<file path="config.mk">
export PLATFORM = sky130hd
export DESIGN_NAME = mtxes_tx_error_statistics
export DESIGN_NICKNAME = d
export VERILOG_FILES = /design/src/rtl/mtxes_tx_error_statistics.v
export VERILOG_INCLUDE_DIRS = /design/src /design/src/rtl
export SDC_FILE = /design/constraint.sdc
export NUM_CORES = 1
export LEC_CHECK = 0
export ABC_AREA = 1
export BUFFER_PORTS_ARGS = -buffer_cell sky130_fd_sc_hd__buf_2
export CAP_MARGIN = 10
export CORE_MARGIN = 5
export CORE_UTILIZATION = 25
export DETAILED_ROUTE_END_ITERATION = 16
export SETUP_SLACK_MARGIN = 0.5
export SLEW_MARGIN = 20
export SYNTH_ARGS = -nofsm -noshare
export SYNTH_HDL_FRONTEND = slang
export SYNTH_SLANG_ARGS = --single-unit
</file>
<file path="constraint.sdc">
create_clock -name sys_clk_in -period 1.6 [get_ports sys_clk_in]
set_input_delay 0.08 -clock sys_clk_in [delete_from_list [all_inputs] [get_ports sys_clk_in]]
set_output_delay 0.08 -clock sys_clk_in [all_outputs]
set_load 0.02 [all_outputs]
</file>
<file path="src/rtl/mtxes_map.vh">
// Register offsets, field layouts and reset values of the transmit statistics bank
`ifndef MTXES_MAP_VH
`define MTXES_MAP_VH
`define MTXES_ADDR_W 16
`define MTXES_LARGE_FRAMES_OFS 16'h003A
`define MTXES_UNDERFLOW_OFS 16'h003B
`define MTXES_ONE_COL_OFS 16'h003C
`define MTXES_MANY_COL_OFS 16'h003D
`define MTXES_COL_ABORT_OFS 16'h003E
`define MTXES_LARGE_W 32
`define MTXES_UNDERFLOW_W 10
`define MTXES_ONE_COL_W 18
`define MTXES_MANY_COL_W 18
`define MTXES_COL_ABORT_W 10
`define MTXES_LARGE_FRAME_MIN 16'h0400
`define MTXES_COUNT_RESET 32'h00000000
`define MTXES_LARGE_MAX 32'h0FFFFFFF
`define MTXES_UNDERFLOW_MAX 32'h000003FF
`define MTXES_ONE_COL_MAX 32'h00003FFF
`define MTXES_MANY_COL_MAX 32'h00003FFF
`define MTXES_COL_ABORT_MAX 32'h000003FF
`endif

</file>
<file path="src/rtl/mtxes_tx_error_statistics.v">
// Read-clear saturating transmit statistic counters of the MAC
`timescale 1ns/100ps
`include "mtxes_map.vh"

module mtxes_tx_error_statistics (
  input wire sys_clk_in,
  input wire reset_n_in,
  input wire tx_done_ok_in,
  input wire [15:0] tx_frame_len_in,
  input wire tx_underflow_abort_in,
  input wire cut_through_en_in,
  input wire plca_en_in,
  input wire [4:0] tx_phys_col_count_in,
  input wire [4:0] tx_logic_col_count_in,
  input wire tx_col_abort_in,
  input wire reg_rd_in,
  input wire [`MTXES_ADDR_W-1:0] reg_addr_in,
  output reg [31:0] reg_rdata_out,
  output reg reg_hit_out
);

  localparam NCNT = 5;

  // Position of each counter in the bank
  localparam IDX_LARGE = 0;
  localparam IDX_UNDERFLOW = 1;
  localparam IDX_ONE_COL = 2;
  localparam IDX_MANY_COL = 3;
  localparam IDX_COL_ABORT = 4;

  // Collision count of the sent frame: logical ones from the RS when PLCA runs
  wire [4:0] col_count;
  assign col_count = plca_en_in ? tx_logic_col_count_in : tx_phys_col_count_in;

  wire single_col;
  wire multi_col;
  assign single_col = (col_count == 5'h01);
  assign multi_col = (col_count > 5'h01);

  wire large_frame;
  assign large_frame = (tx_frame_len_in >= `MTXES_LARGE_FRAME_MIN);

  wire large_evt;
  wire underflow_evt;
  wire one_col_evt;
  wire many_col_evt;
  wire col_abort_evt;

  assign large_evt = tx_done_ok_in && large_frame;

  // Outside cut-through the whole frame is buffered, so an underflow cannot be real
  assign underflow_evt = tx_underflow_abort_in && cut_through_en_in;

  assign one_col_evt = tx_done_ok_in && single_col;

  // Nonzero here flags a PLCA misconfiguration; no special handling
  assign many_col_evt = tx_done_ok_in && multi_col;

  assign col_abort_evt = tx_col_abort_in;

  wire [NCNT-1:0] evt;
  assign evt[IDX_LARGE] = large_evt;
  assign evt[IDX_UNDERFLOW] = underflow_evt;
  assign evt[IDX_ONE_COL] = one_col_evt;
  assign evt[IDX_MANY_COL] = many_col_evt;
  assign evt[IDX_COL_ABORT] = col_abort_evt;

  wire [NCNT-1:0] sel;
  assign sel[IDX_LARGE] = (reg_addr_in == `MTXES_LARGE_FRAMES_OFS);
  assign sel[IDX_UNDERFLOW] = (reg_addr_in == `MTXES_UNDERFLOW_OFS);
  assign sel[IDX_ONE_COL] = (reg_addr_in == `MTXES_ONE_COL_OFS);
  assign sel[IDX_MANY_COL] = (reg_addr_in == `MTXES_MANY_COL_OFS);
  assign sel[IDX_COL_ABORT] = (reg_addr_in == `MTXES_COL_ABORT_OFS);

  wire [NCNT-1:0] rd_clr;
  assign rd_clr = sel & {NCNT{reg_rd_in}};

  // Counts widened to 32 bits; upper bits of narrow fields are constant zero
  wire [31:0] cnt_view [0:NCNT-1];
  wire [NCNT-1:0] at_max;

  genvar g;
  generate
    for (g = 0; g < NCNT; g = g + 1) begin : g_cnt
      localparam integer W = (g == 0) ? `MTXES_LARGE_W :
                             (g == 1) ? `MTXES_UNDERFLOW_W :
                             (g == 4) ? `MTXES_COL_ABORT_W : `MTXES_ONE_COL_W;
      // Stop level is the documented maximum, not always all ones of the field
      localparam [31:0] MAXV = (g == 0) ? `MTXES_LARGE_MAX :
                               (g == 1) ? `MTXES_UNDERFLOW_MAX :
                               (g == 2) ? `MTXES_ONE_COL_MAX :
                               (g == 3) ? `MTXES_MANY_COL_MAX : `MTXES_COL_ABORT_MAX;

      reg [W-1:0] cnt_q;
      reg [W-1:0] cnt_d;
      wire [W-1:0] sat_lvl;
      wire [W-1:0] one_w;

      assign sat_lvl = MAXV[W-1:0];
      assign one_w = {{(W-1){1'b0}}, 1'b1};
      assign at_max[g] = (cnt_q >= sat_lvl);

      always @* begin
        cnt_d = cnt_q;
        if (rd_clr[g]) begin
          // Set wins over clear: an event in the read cycle survives as one
          cnt_d = evt[g] ? one_w : {W{1'b0}};
        end else if (evt[g] && !at_max[g]) begin
          cnt_d = cnt_q + one_w;
        end
      end

      always @(posedge sys_clk_in or negedge reset_n_in) begin
        if (!reset_n_in) begin
          cnt_q <= {W{1'b0}};
        end else begin
          cnt_q <= cnt_d;
        end
      end

      if (W < 32) begin : g_pad
        assign cnt_view[g] = {{(32-W){1'b0}}, cnt_q};
      end else begin : g_full
        assign cnt_view[g] = cnt_q;
      end
    end
  endgenerate

  // Read data registered: value before the clear is returned
  reg [31:0] rdata_d;
  reg hit_d;

  always @* begin
    rdata_d = `MTXES_COUNT_RESET;
    hit_d = 1'b0;
    case (reg_addr_in)
      `MTXES_LARGE_FRAMES_OFS: begin
        rdata_d = cnt_view[IDX_LARGE];
        hit_d = 1'b1;
      end
      `MTXES_UNDERFLOW_OFS: begin
        rdata_d = cnt_view[IDX_UNDERFLOW];
        hit_d = 1'b1;
      end
      `MTXES_ONE_COL_OFS: begin
        rdata_d = cnt_view[IDX_ONE_COL];
        hit_d = 1'b1;
      end
      `MTXES_MANY_COL_OFS: begin
        rdata_d = cnt_view[IDX_MANY_COL];
        hit_d = 1'b1;
      end
      `MTXES_COL_ABORT_OFS: begin
        rdata_d = cnt_view[IDX_COL_ABORT];
        hit_d = 1'b1;
      end
      default: begin
        // Unmapped words read zero so software sees no stale data
        rdata_d = `MTXES_COUNT_RESET;
        hit_d = 1'b0;
      end
    endcase
  end

  // Read data holds until the next read; software may sample it late
  always @(posedge sys_clk_in or negedge reset_n_in) begin
    if (!reset_n_in) begin
      reg_rdata_out <= `MTXES_COUNT_RESET;
    end else if (reg_rd_in) begin
      reg_rdata_out <= rdata_d;
    end
  end

  // Hit is a one-cycle pulse per accepted read
  always @(posedge sys_clk_in or negedge reset_n_in) begin
    if (!reset_n_in) begin
      reg_hit_out <= 1'b0;
    end else if (reg_rd_in) begin
      reg_hit_out <= hit_d;
    end else begin
      reg_hit_out <= 1'b0;
    end
  end

  // Any counter pinned at its stop level; kept for debug visibility only
  wire any_at_max;
  assign any_at_max = |at_max;

endmodule

</file>
==> run summary, run 1 <==
outcome -> finished clean
Worst Tran Pin Value -> 0.451 ns
fin crit share -> 98.6%
fill cell count -> 2874
CTS tree -> yes
vias in the first global route -> 7740
largest net degree at the start of global routing -> 44
Post-synth EDFFs -> 0
TritonCTS Sinks -> 121
R2R Setup Slk -> 0.02 ns
critical path launch point type -> flip-flop
Leakage -> 0.00582 uW
Int Power -> 6680 uW
Req. time, crit path -> 1.96 ns
Die Y-Extent -> 184 um
DRT antenna net count -> 0
Final setup viols -> 0
top_reg_cell synth -> dfrtp_1
CP Capture Type -> flip-flop
post-route setup TNS -> 0 ns
H-tree level count -> 4
initial core utilization -> 25.4%
gr ovfl total -> 0
DR vias/cell -> 4.70
DR WL/cell -> 14.7 um
synth warn -> 0
initial DRC count -> 491
CTS Buf Count -> 17
hold depth -> 5
ant diodes -> 0
RePlAce Congestion -> 0.884
Clock Power Share -> 37.4%
Syn Nets -> 1147
die width -> 184 um
deepest clock path buffer count -> 2
routed via count -> 8103
Layout area overhead -> 56.8%
total track usage -> 14.4%
worst clock skew -> 0.00910 ns
critical-path maximum fanout -> 8
# IOs -> 83
Max Slew Vio Count -> 0
layout cell share with drive strength beyond 1 -> 43.3%
final hold violation count -> 0
first drt pass iteration count -> 5
nets@finish -> 1377
Hold EP -> g_cnt[4].cnt_q[0]
Clk Tree Root Cell -> clkbuf_16
worst IR drop on VDD -> 0.686 mV
Mapped Area -> 0.00755 sq mm
placed cell areas -> 0.00945 sq mm
syn avg cell area -> 6.91 sq um
first-pass GRT wire length -> 39.9 mm
Async S/R FF share, synth -> 100%
arrival time worst endpoint -> 1.93 ns
RR Startpoint -> g_cnt[0].cnt_q[0]
Switching Power -> 3130 uW
share of the yosys chip area belonging to registers -> 40.1%
Max-Cap Viols -> 0
antenna violations before repair -> 0
power per cell area -> 830 mW/mm^2
Flop pwr share -> 37.9%
Cells after DPL -> 1624
minimum clock period -> 1.58 ns
Net Sw Frac -> 31.9%
die area -> 0.0338 sq mm
flop and latch count out of synthesis -> 121
post-synth cell types -> 38
reg2reg end -> g_cnt[0].cnt_q[0]
Hold Slack -> 0.0461 ns
final std cells w/o fill -> 1725
Mapped Cells -> 1092
Core ar. -> 0.0297 sq mm
Skew-Pair Late Insertion Delay -> 0.42 ns
num rows -> 63
Rel. slew slack -> 69.9%
clock slew at reported path FFs -> 0.06 ns
HP Class -> input pin to flip-flop
FMAX -> 634 MHz
RSZ-0062 raised after global routing -> true
cell area after layout -> 0.0118 sq mm
drc violations -> 0
Worst Hold Launch -> tx_col_abort_in
final wirelength -> 25.3 mm
Buffers on Ports -> 72
post-layout util -> 39.8%
Setup CP Type -> flip-flop to flip-flop
Post-DP HPWL -> 16.9 mm
Gate power share -> 24.6%
R2R depth -> 11
[Yosys cell counts, drive strengths merged, types with 5 or more instances]
cell / instances / area, sq um
nand3: 190 / 1010
xnor2: 8 / 70.1
nor2: 125 / 512
o21ai: 33 / 169
inv: 94 / 353
nand2: 392 / 1490
nand4: 18 / 134
dfrtp: 121 / 3030
ha: 5 / 62.6
xor2: 37 / 324
buf: 26 / 160
nor3: 18 / 106
clkbuf: 11 / 41.3
[state kept, by name (all words and copies together) (netlist names)]
signal and flops:
g_cnt.cnt_q 88, reg_rdata_out 32, reg_hit_out 1
[per-layer routing]
layer  vias up  global-route usage [%]  share of wire [%]
li1       3964                       -                  -
met1      3909                    19.6                 45
met2       194                    23.1                 47
met3        36                    2.91                5.7
met4         0                    4.17                1.8
met5         -                       0                  0
[worst max-delay path by stage]
stage	start	end	cells past startpoint
after floorplan	g_cnt[4].cnt_q[0]	g_cnt[4].cnt_q[1]	9
after global placement	g_cnt[0].cnt_q[2]	g_cnt[0].cnt_q[25]	10
after detailed placement	g_cnt[0].cnt_q[0]	g_cnt[0].cnt_q[15]	10
after CTS	g_cnt[0].cnt_q[0]	g_cnt[0].cnt_q[0]	11
after global routing	g_cnt[0].cnt_q[1]	g_cnt[0].cnt_q[13]	7
final	g_cnt[0].cnt_q[0]	g_cnt[0].cnt_q[0]	11
[metrics by stage]
| stage | setup slack (ns) | power (uW) |
|---|---|---|
| after floorplan | 0.0359 | 4490 |
| after global placement | -0.0649 | 5070 |
| after detailed placement | -0.109 | 5110 |
| after CTS | 0.0595 | 9350 |
| after global routing | -0.0675 | 10300 |
| final | 0.0218 | 9820 |
[area by class of cell]
cell class | count | area [sq um] | area share [%]
multi-input cells | 840 | 5270 | 44.5
clock inverters | 15 | 129 | 1.09
flip-flops and latches | 121 | 3040 | 25.7
well taps | 390 | 488 | 4.12
inverters | 97 | 418 | 3.53
repair buffers | 244 | 2050 | 17.3
repair inverters | 1 | 20.0 | 0.169
clock buffers | 17 | 425 | 3.59
[cells in the final DEF, fill, tap and decap left out, types with 3 or more instances in the layout]
| master | n |
|---|---|
| buf_8 | 3 |
| xnor2_1 | 8 |
| nand3_2 | 99 |
| nand2_4 | 17 |
| dfrtp_1 | 109 |
| o21ai_1 | 21 |
| nor3_4 | 4 |
| nand3_1 | 80 |
| ha_4 | 4 |
| inv_6 | 3 |
| buf_4 | 116 |
| clkinv_2 | 5 |
| nand2_2 | 51 |
| buf_6 | 36 |
| inv_1 | 72 |
| nand2_8 | 7 |
| buf_2 | 71 |
| nor2_2 | 28 |
| nand3_4 | 11 |
| o21ai_2 | 7 |
| o21ai_0 | 4 |
| nor2_4 | 23 |
| inv_4 | 4 |
| buf_12 | 14 |
| dfrtp_2 | 12 |
| clkbuf_16 | 18 |
| nor3_1 | 10 |
| nor2_1 | 74 |
| clkinv_4 | 5 |
| xor2_1 | 36 |
| inv_2 | 15 |
| nand2_1 | 320 |
| clkinvlp_4 | 4 |
| nor3_2 | 4 |
| nand4_1 | 16 |
[power groups by stage]
stage	Clock [uW]	Combinational [uW]	Sequential, uW
2_1_floorplan	0	847	3640
3_3_place_gp	0	1390	3680
3_5_place_dp	0	1430	3690
4_1_cts	3720	1970	3670
5_1_grt	3870	2630	3760
6_report	3670	2420	3730
[repair_timing]
| action | CTS | global route |
|---|---|---|
| pin swaps | 58 | 67 |
| setup endpoints to repair | 91 | 102 |
| gates cloned | 5 | 2 |
| buffers inserted | 41 | 20 |
| resized for setup | 130 | 174 |
| hold buffers | 1 | 0 |
| endpoints found under the hold margin | 121 | 0 |
[worst max-delay path, stage by stage, from the launching register on]
cell	delay, ns
dfrtp_2	0.40
ha_4	0.16
nand3_4	0.09
clkinv_4	0.07
nand2_4	0.05
nor2_4	0.12
nand3_4	0.10
nand2_8	0.15
buf_12	0.12
buf_16	0.13
nand3_2	0.06
nand2_1	0.07
[cells by family (layout without fill, tap and decap cells)]
logic type                 after synthesis  in the layout  synth area share [%]
adders and majority gates                5              5                 0.829
and+or+nand+nor                        749            752                  43.7
DFF                                    121            121                  40.1
AOI/OAI and AO/OA                       38             38                  2.62
buffers and inverters                  134            374                  7.51
xor gates and xnor gates                45             45                  5.22
No activity file was read; power rests on OpenSTA's default activity.
==> run 2, diff against run 1 <==
--- a/config.mk
+++ b/config.mk
@@ -12,6 +12,7 @@
 export CORE_MARGIN = 5
 export CORE_UTILIZATION = 25
 export DETAILED_ROUTE_END_ITERATION = 16
+export MAX_ROUTING_LAYER = met4
 export SETUP_SLACK_MARGIN = 0.5
 export SLEW_MARGIN = 20
 export SYNTH_ARGS = -nofsm -noshare
==> run summary, run 2 (synthesized netlist as in run 1, its figures left out) <==
outcome -> finished clean
worst clock skew -> 0.00794 ns
initial core utilization -> 25.4%
Cells after DPL -> 1624
Rel. slew slack -> 69.0%
CTS Buf Count -> 17
vias in the first global route -> 7763
Post-DP HPWL -> 16.9 mm
worst IR drop on VDD -> 0.688 mV
max reg flops -> 88
critical path launch point type -> flip-flop
CP Capture Type -> flip-flop
R2R Setup Slk -> 0.02 ns
DR WL/cell -> 14.7 um
DRT antenna net count -> 0
Layout area overhead -> 57.0%
RePlAce Congestion -> 0.898
total track usage -> 14.8%
Worst Tran Pin Value -> 0.465 ns
deepest clock path buffer count -> 2
HP Class -> input pin to flip-flop
# IOs -> 83
FMAX -> 632 MHz
largest registers -> g_cnt.cnt_q (88), reg_rdata_out (32), reg_hit_out (1)
reg2reg end -> g_cnt[0].cnt_q[0]
Clk Tree Root Cell -> clkbuf_16
Skew-Pair Late Insertion Delay -> 0.42 ns
CP Buf/Inv Count -> 3
TritonCTS Sinks -> 121
final hold violation count -> 0
met1 usage -> 19.7%
cell area after layout -> 0.0118 sq mm
clock slew at reported path FFs -> 0.06 ns
commonest cells after routing, fill and taps aside -> nand2_1, buf_4, dfrtp_1
fin crit share -> 98.9%
Max Slew Vio Count -> 0
layout cell share with drive strength beyond 1 -> 43.3%
R2R depth -> 11
first drt pass iteration count -> 5
first-pass GRT wire length -> 39.8 mm
Crit path top cell by count -> nand3_4
commonest non-fill, non-tap cell in the layout -> nand2_1
ant diodes -> 0
final std cells w/o fill -> 1725
Core ar. -> 0.0297 sq mm
drc violations -> 0
post-layout util -> 39.9%
crit path from -> g_cnt[0].cnt_q[0]
nets@finish -> 1377
final wirelength -> 25.3 mm
GR peak layer -> met2
Req. time, crit path -> 1.96 ns
RR Startpoint -> g_cnt[0].cnt_q[0]
power per cell area -> 829 mW/mm^2
die area -> 0.0338 sq mm
num rows -> 63
antenna violations before repair -> 0
crit-path cells -> ha_4 -> nand3_4 -> clkinv_4 -> nand2_4 -> nor2_4 -> nand3_4 -> nand2_8 -> buf_12 -> buf_16 -> nand3_2 -> nand2_1
fill cell count -> 2880
CTS tree -> yes
initial DRC count -> 508
minimum clock period -> 1.58 ns
crit path to -> g_cnt[0].cnt_q[0]
Buffers on Ports -> 72
placed cell areas -> 0.00945 sq mm
Setup CP Type -> flip-flop to flip-flop
Top reg by flops -> g_cnt.cnt_q
arrival time worst endpoint -> 1.94 ns
Leakage -> 0.00582 uW
CP max stage cell -> dfrtp_2
critical-path maximum fanout -> 8
RSZ-0062 raised after global routing -> true
Final setup viols -> 0
Top delay family on crit path -> simple AND/OR/NAND/NOR gates
DR vias/cell -> 4.71
fin worst setup slack -> 0.0174 ns
H-tree level count -> 4
die width -> 184 um
routed via count -> 8124
largest net degree at the start of global routing -> 44
gr ovfl total -> 0
Max-Cap Viols -> 0
met2 Use GR -> 23.1%
grt met3 use -> 2.81%
Die Y-Extent -> 184 um
critical path depth -> 11
Placement Setup Slack -> -0.109 ns
crit-path max cell delay -> 0.40 ns
run 2: changes by cell type in the layout (fill, tap and decap cells not counted):
| cell | before | now |
|---|---|---|
| inv_1 | 72 | 73 |
| inv_2 | 15 | 14 |
| nand2_1 | 320 | 319 |
| nand2_2 | 51 | 52 |
| nand3_2 | 99 | 98 |
| nand3_4 | 11 | 12 |
run 2: metal layers:
layer	vias up	wire length [um]
met2	176	12000
li1	3962	-
met5	-	0
met1	3947	11600
met4	0	456
met3	39	1230
run 2: area by class of cell:
cell class	count	area [sq um]	area share, %
well taps	390	488	4.12
repair buffers	244	2050	17.3
flip-flops and latches	121	3040	25.7
inverters	97	418	3.53
clock buffers	17	425	3.59
clock inverters	15	129	1.09
multi-input cells	840	5280	44.5
repair inverters	1	20.0	0.169
run 2: power by group:
part / internal (uW) / switching, uW
logic: 1220 / 1200
registers: 3330 / 395
clock network: 2130 / 1540
total: 6680 / 3140
run 2: worst min-delay path by stage:
stage	slack (ns)	cells after the start	to	from
final	0.05	5	g_cnt[4].cnt_q[0]	tx_col_abort_in
after global routing	0.1	5	g_cnt[4].cnt_q[0]	tx_col_abort_in
after CTS	0.03	5	g_cnt[4].cnt_q[0]	tx_col_abort_in
after detailed placement	0.02	1	reg_rdata_out[23]	reset_n_in
after global placement	0.02	1	reg_rdata_out[24]	reset_n_in
after floorplan	-0.22	0	g_cnt[0].cnt_q[0]	reset_n_in
run 2: worst min-delay path: stages:
cell	delay (ns)
buf_2	0.12
nand2_1	0.05
o21ai_0	0.06
nand2_1	0.06
nand2_2	0.06
run 2: what timing repair did:
| action | 4_1_cts | 5_1_grt |
|---|---|---|
| setup endpoints to repair | 91 | 102 |
| resized for setup | 130 | 175 |
| pin swaps | 58 | 68 |
| cloned | 5 | 2 |
| hold buffers | 1 | 0 |
| setup buffers | 41 | 20 |
| endpoints found under the hold margin | 121 | 0 |
run 2: metrics by stage:
stage	power [uW]	TNS, ns	hold WS [ns]
2_1_floorplan	4490	0	-0.216
3_3_place_gp	5070	-1.10	0.0160
6_report	9820	0	0.0456
3_5_place_dp	5110	-2.43	0.0178
5_1_grt	10300	-1.25	0.0963
4_1_cts	9350	0	0.0328
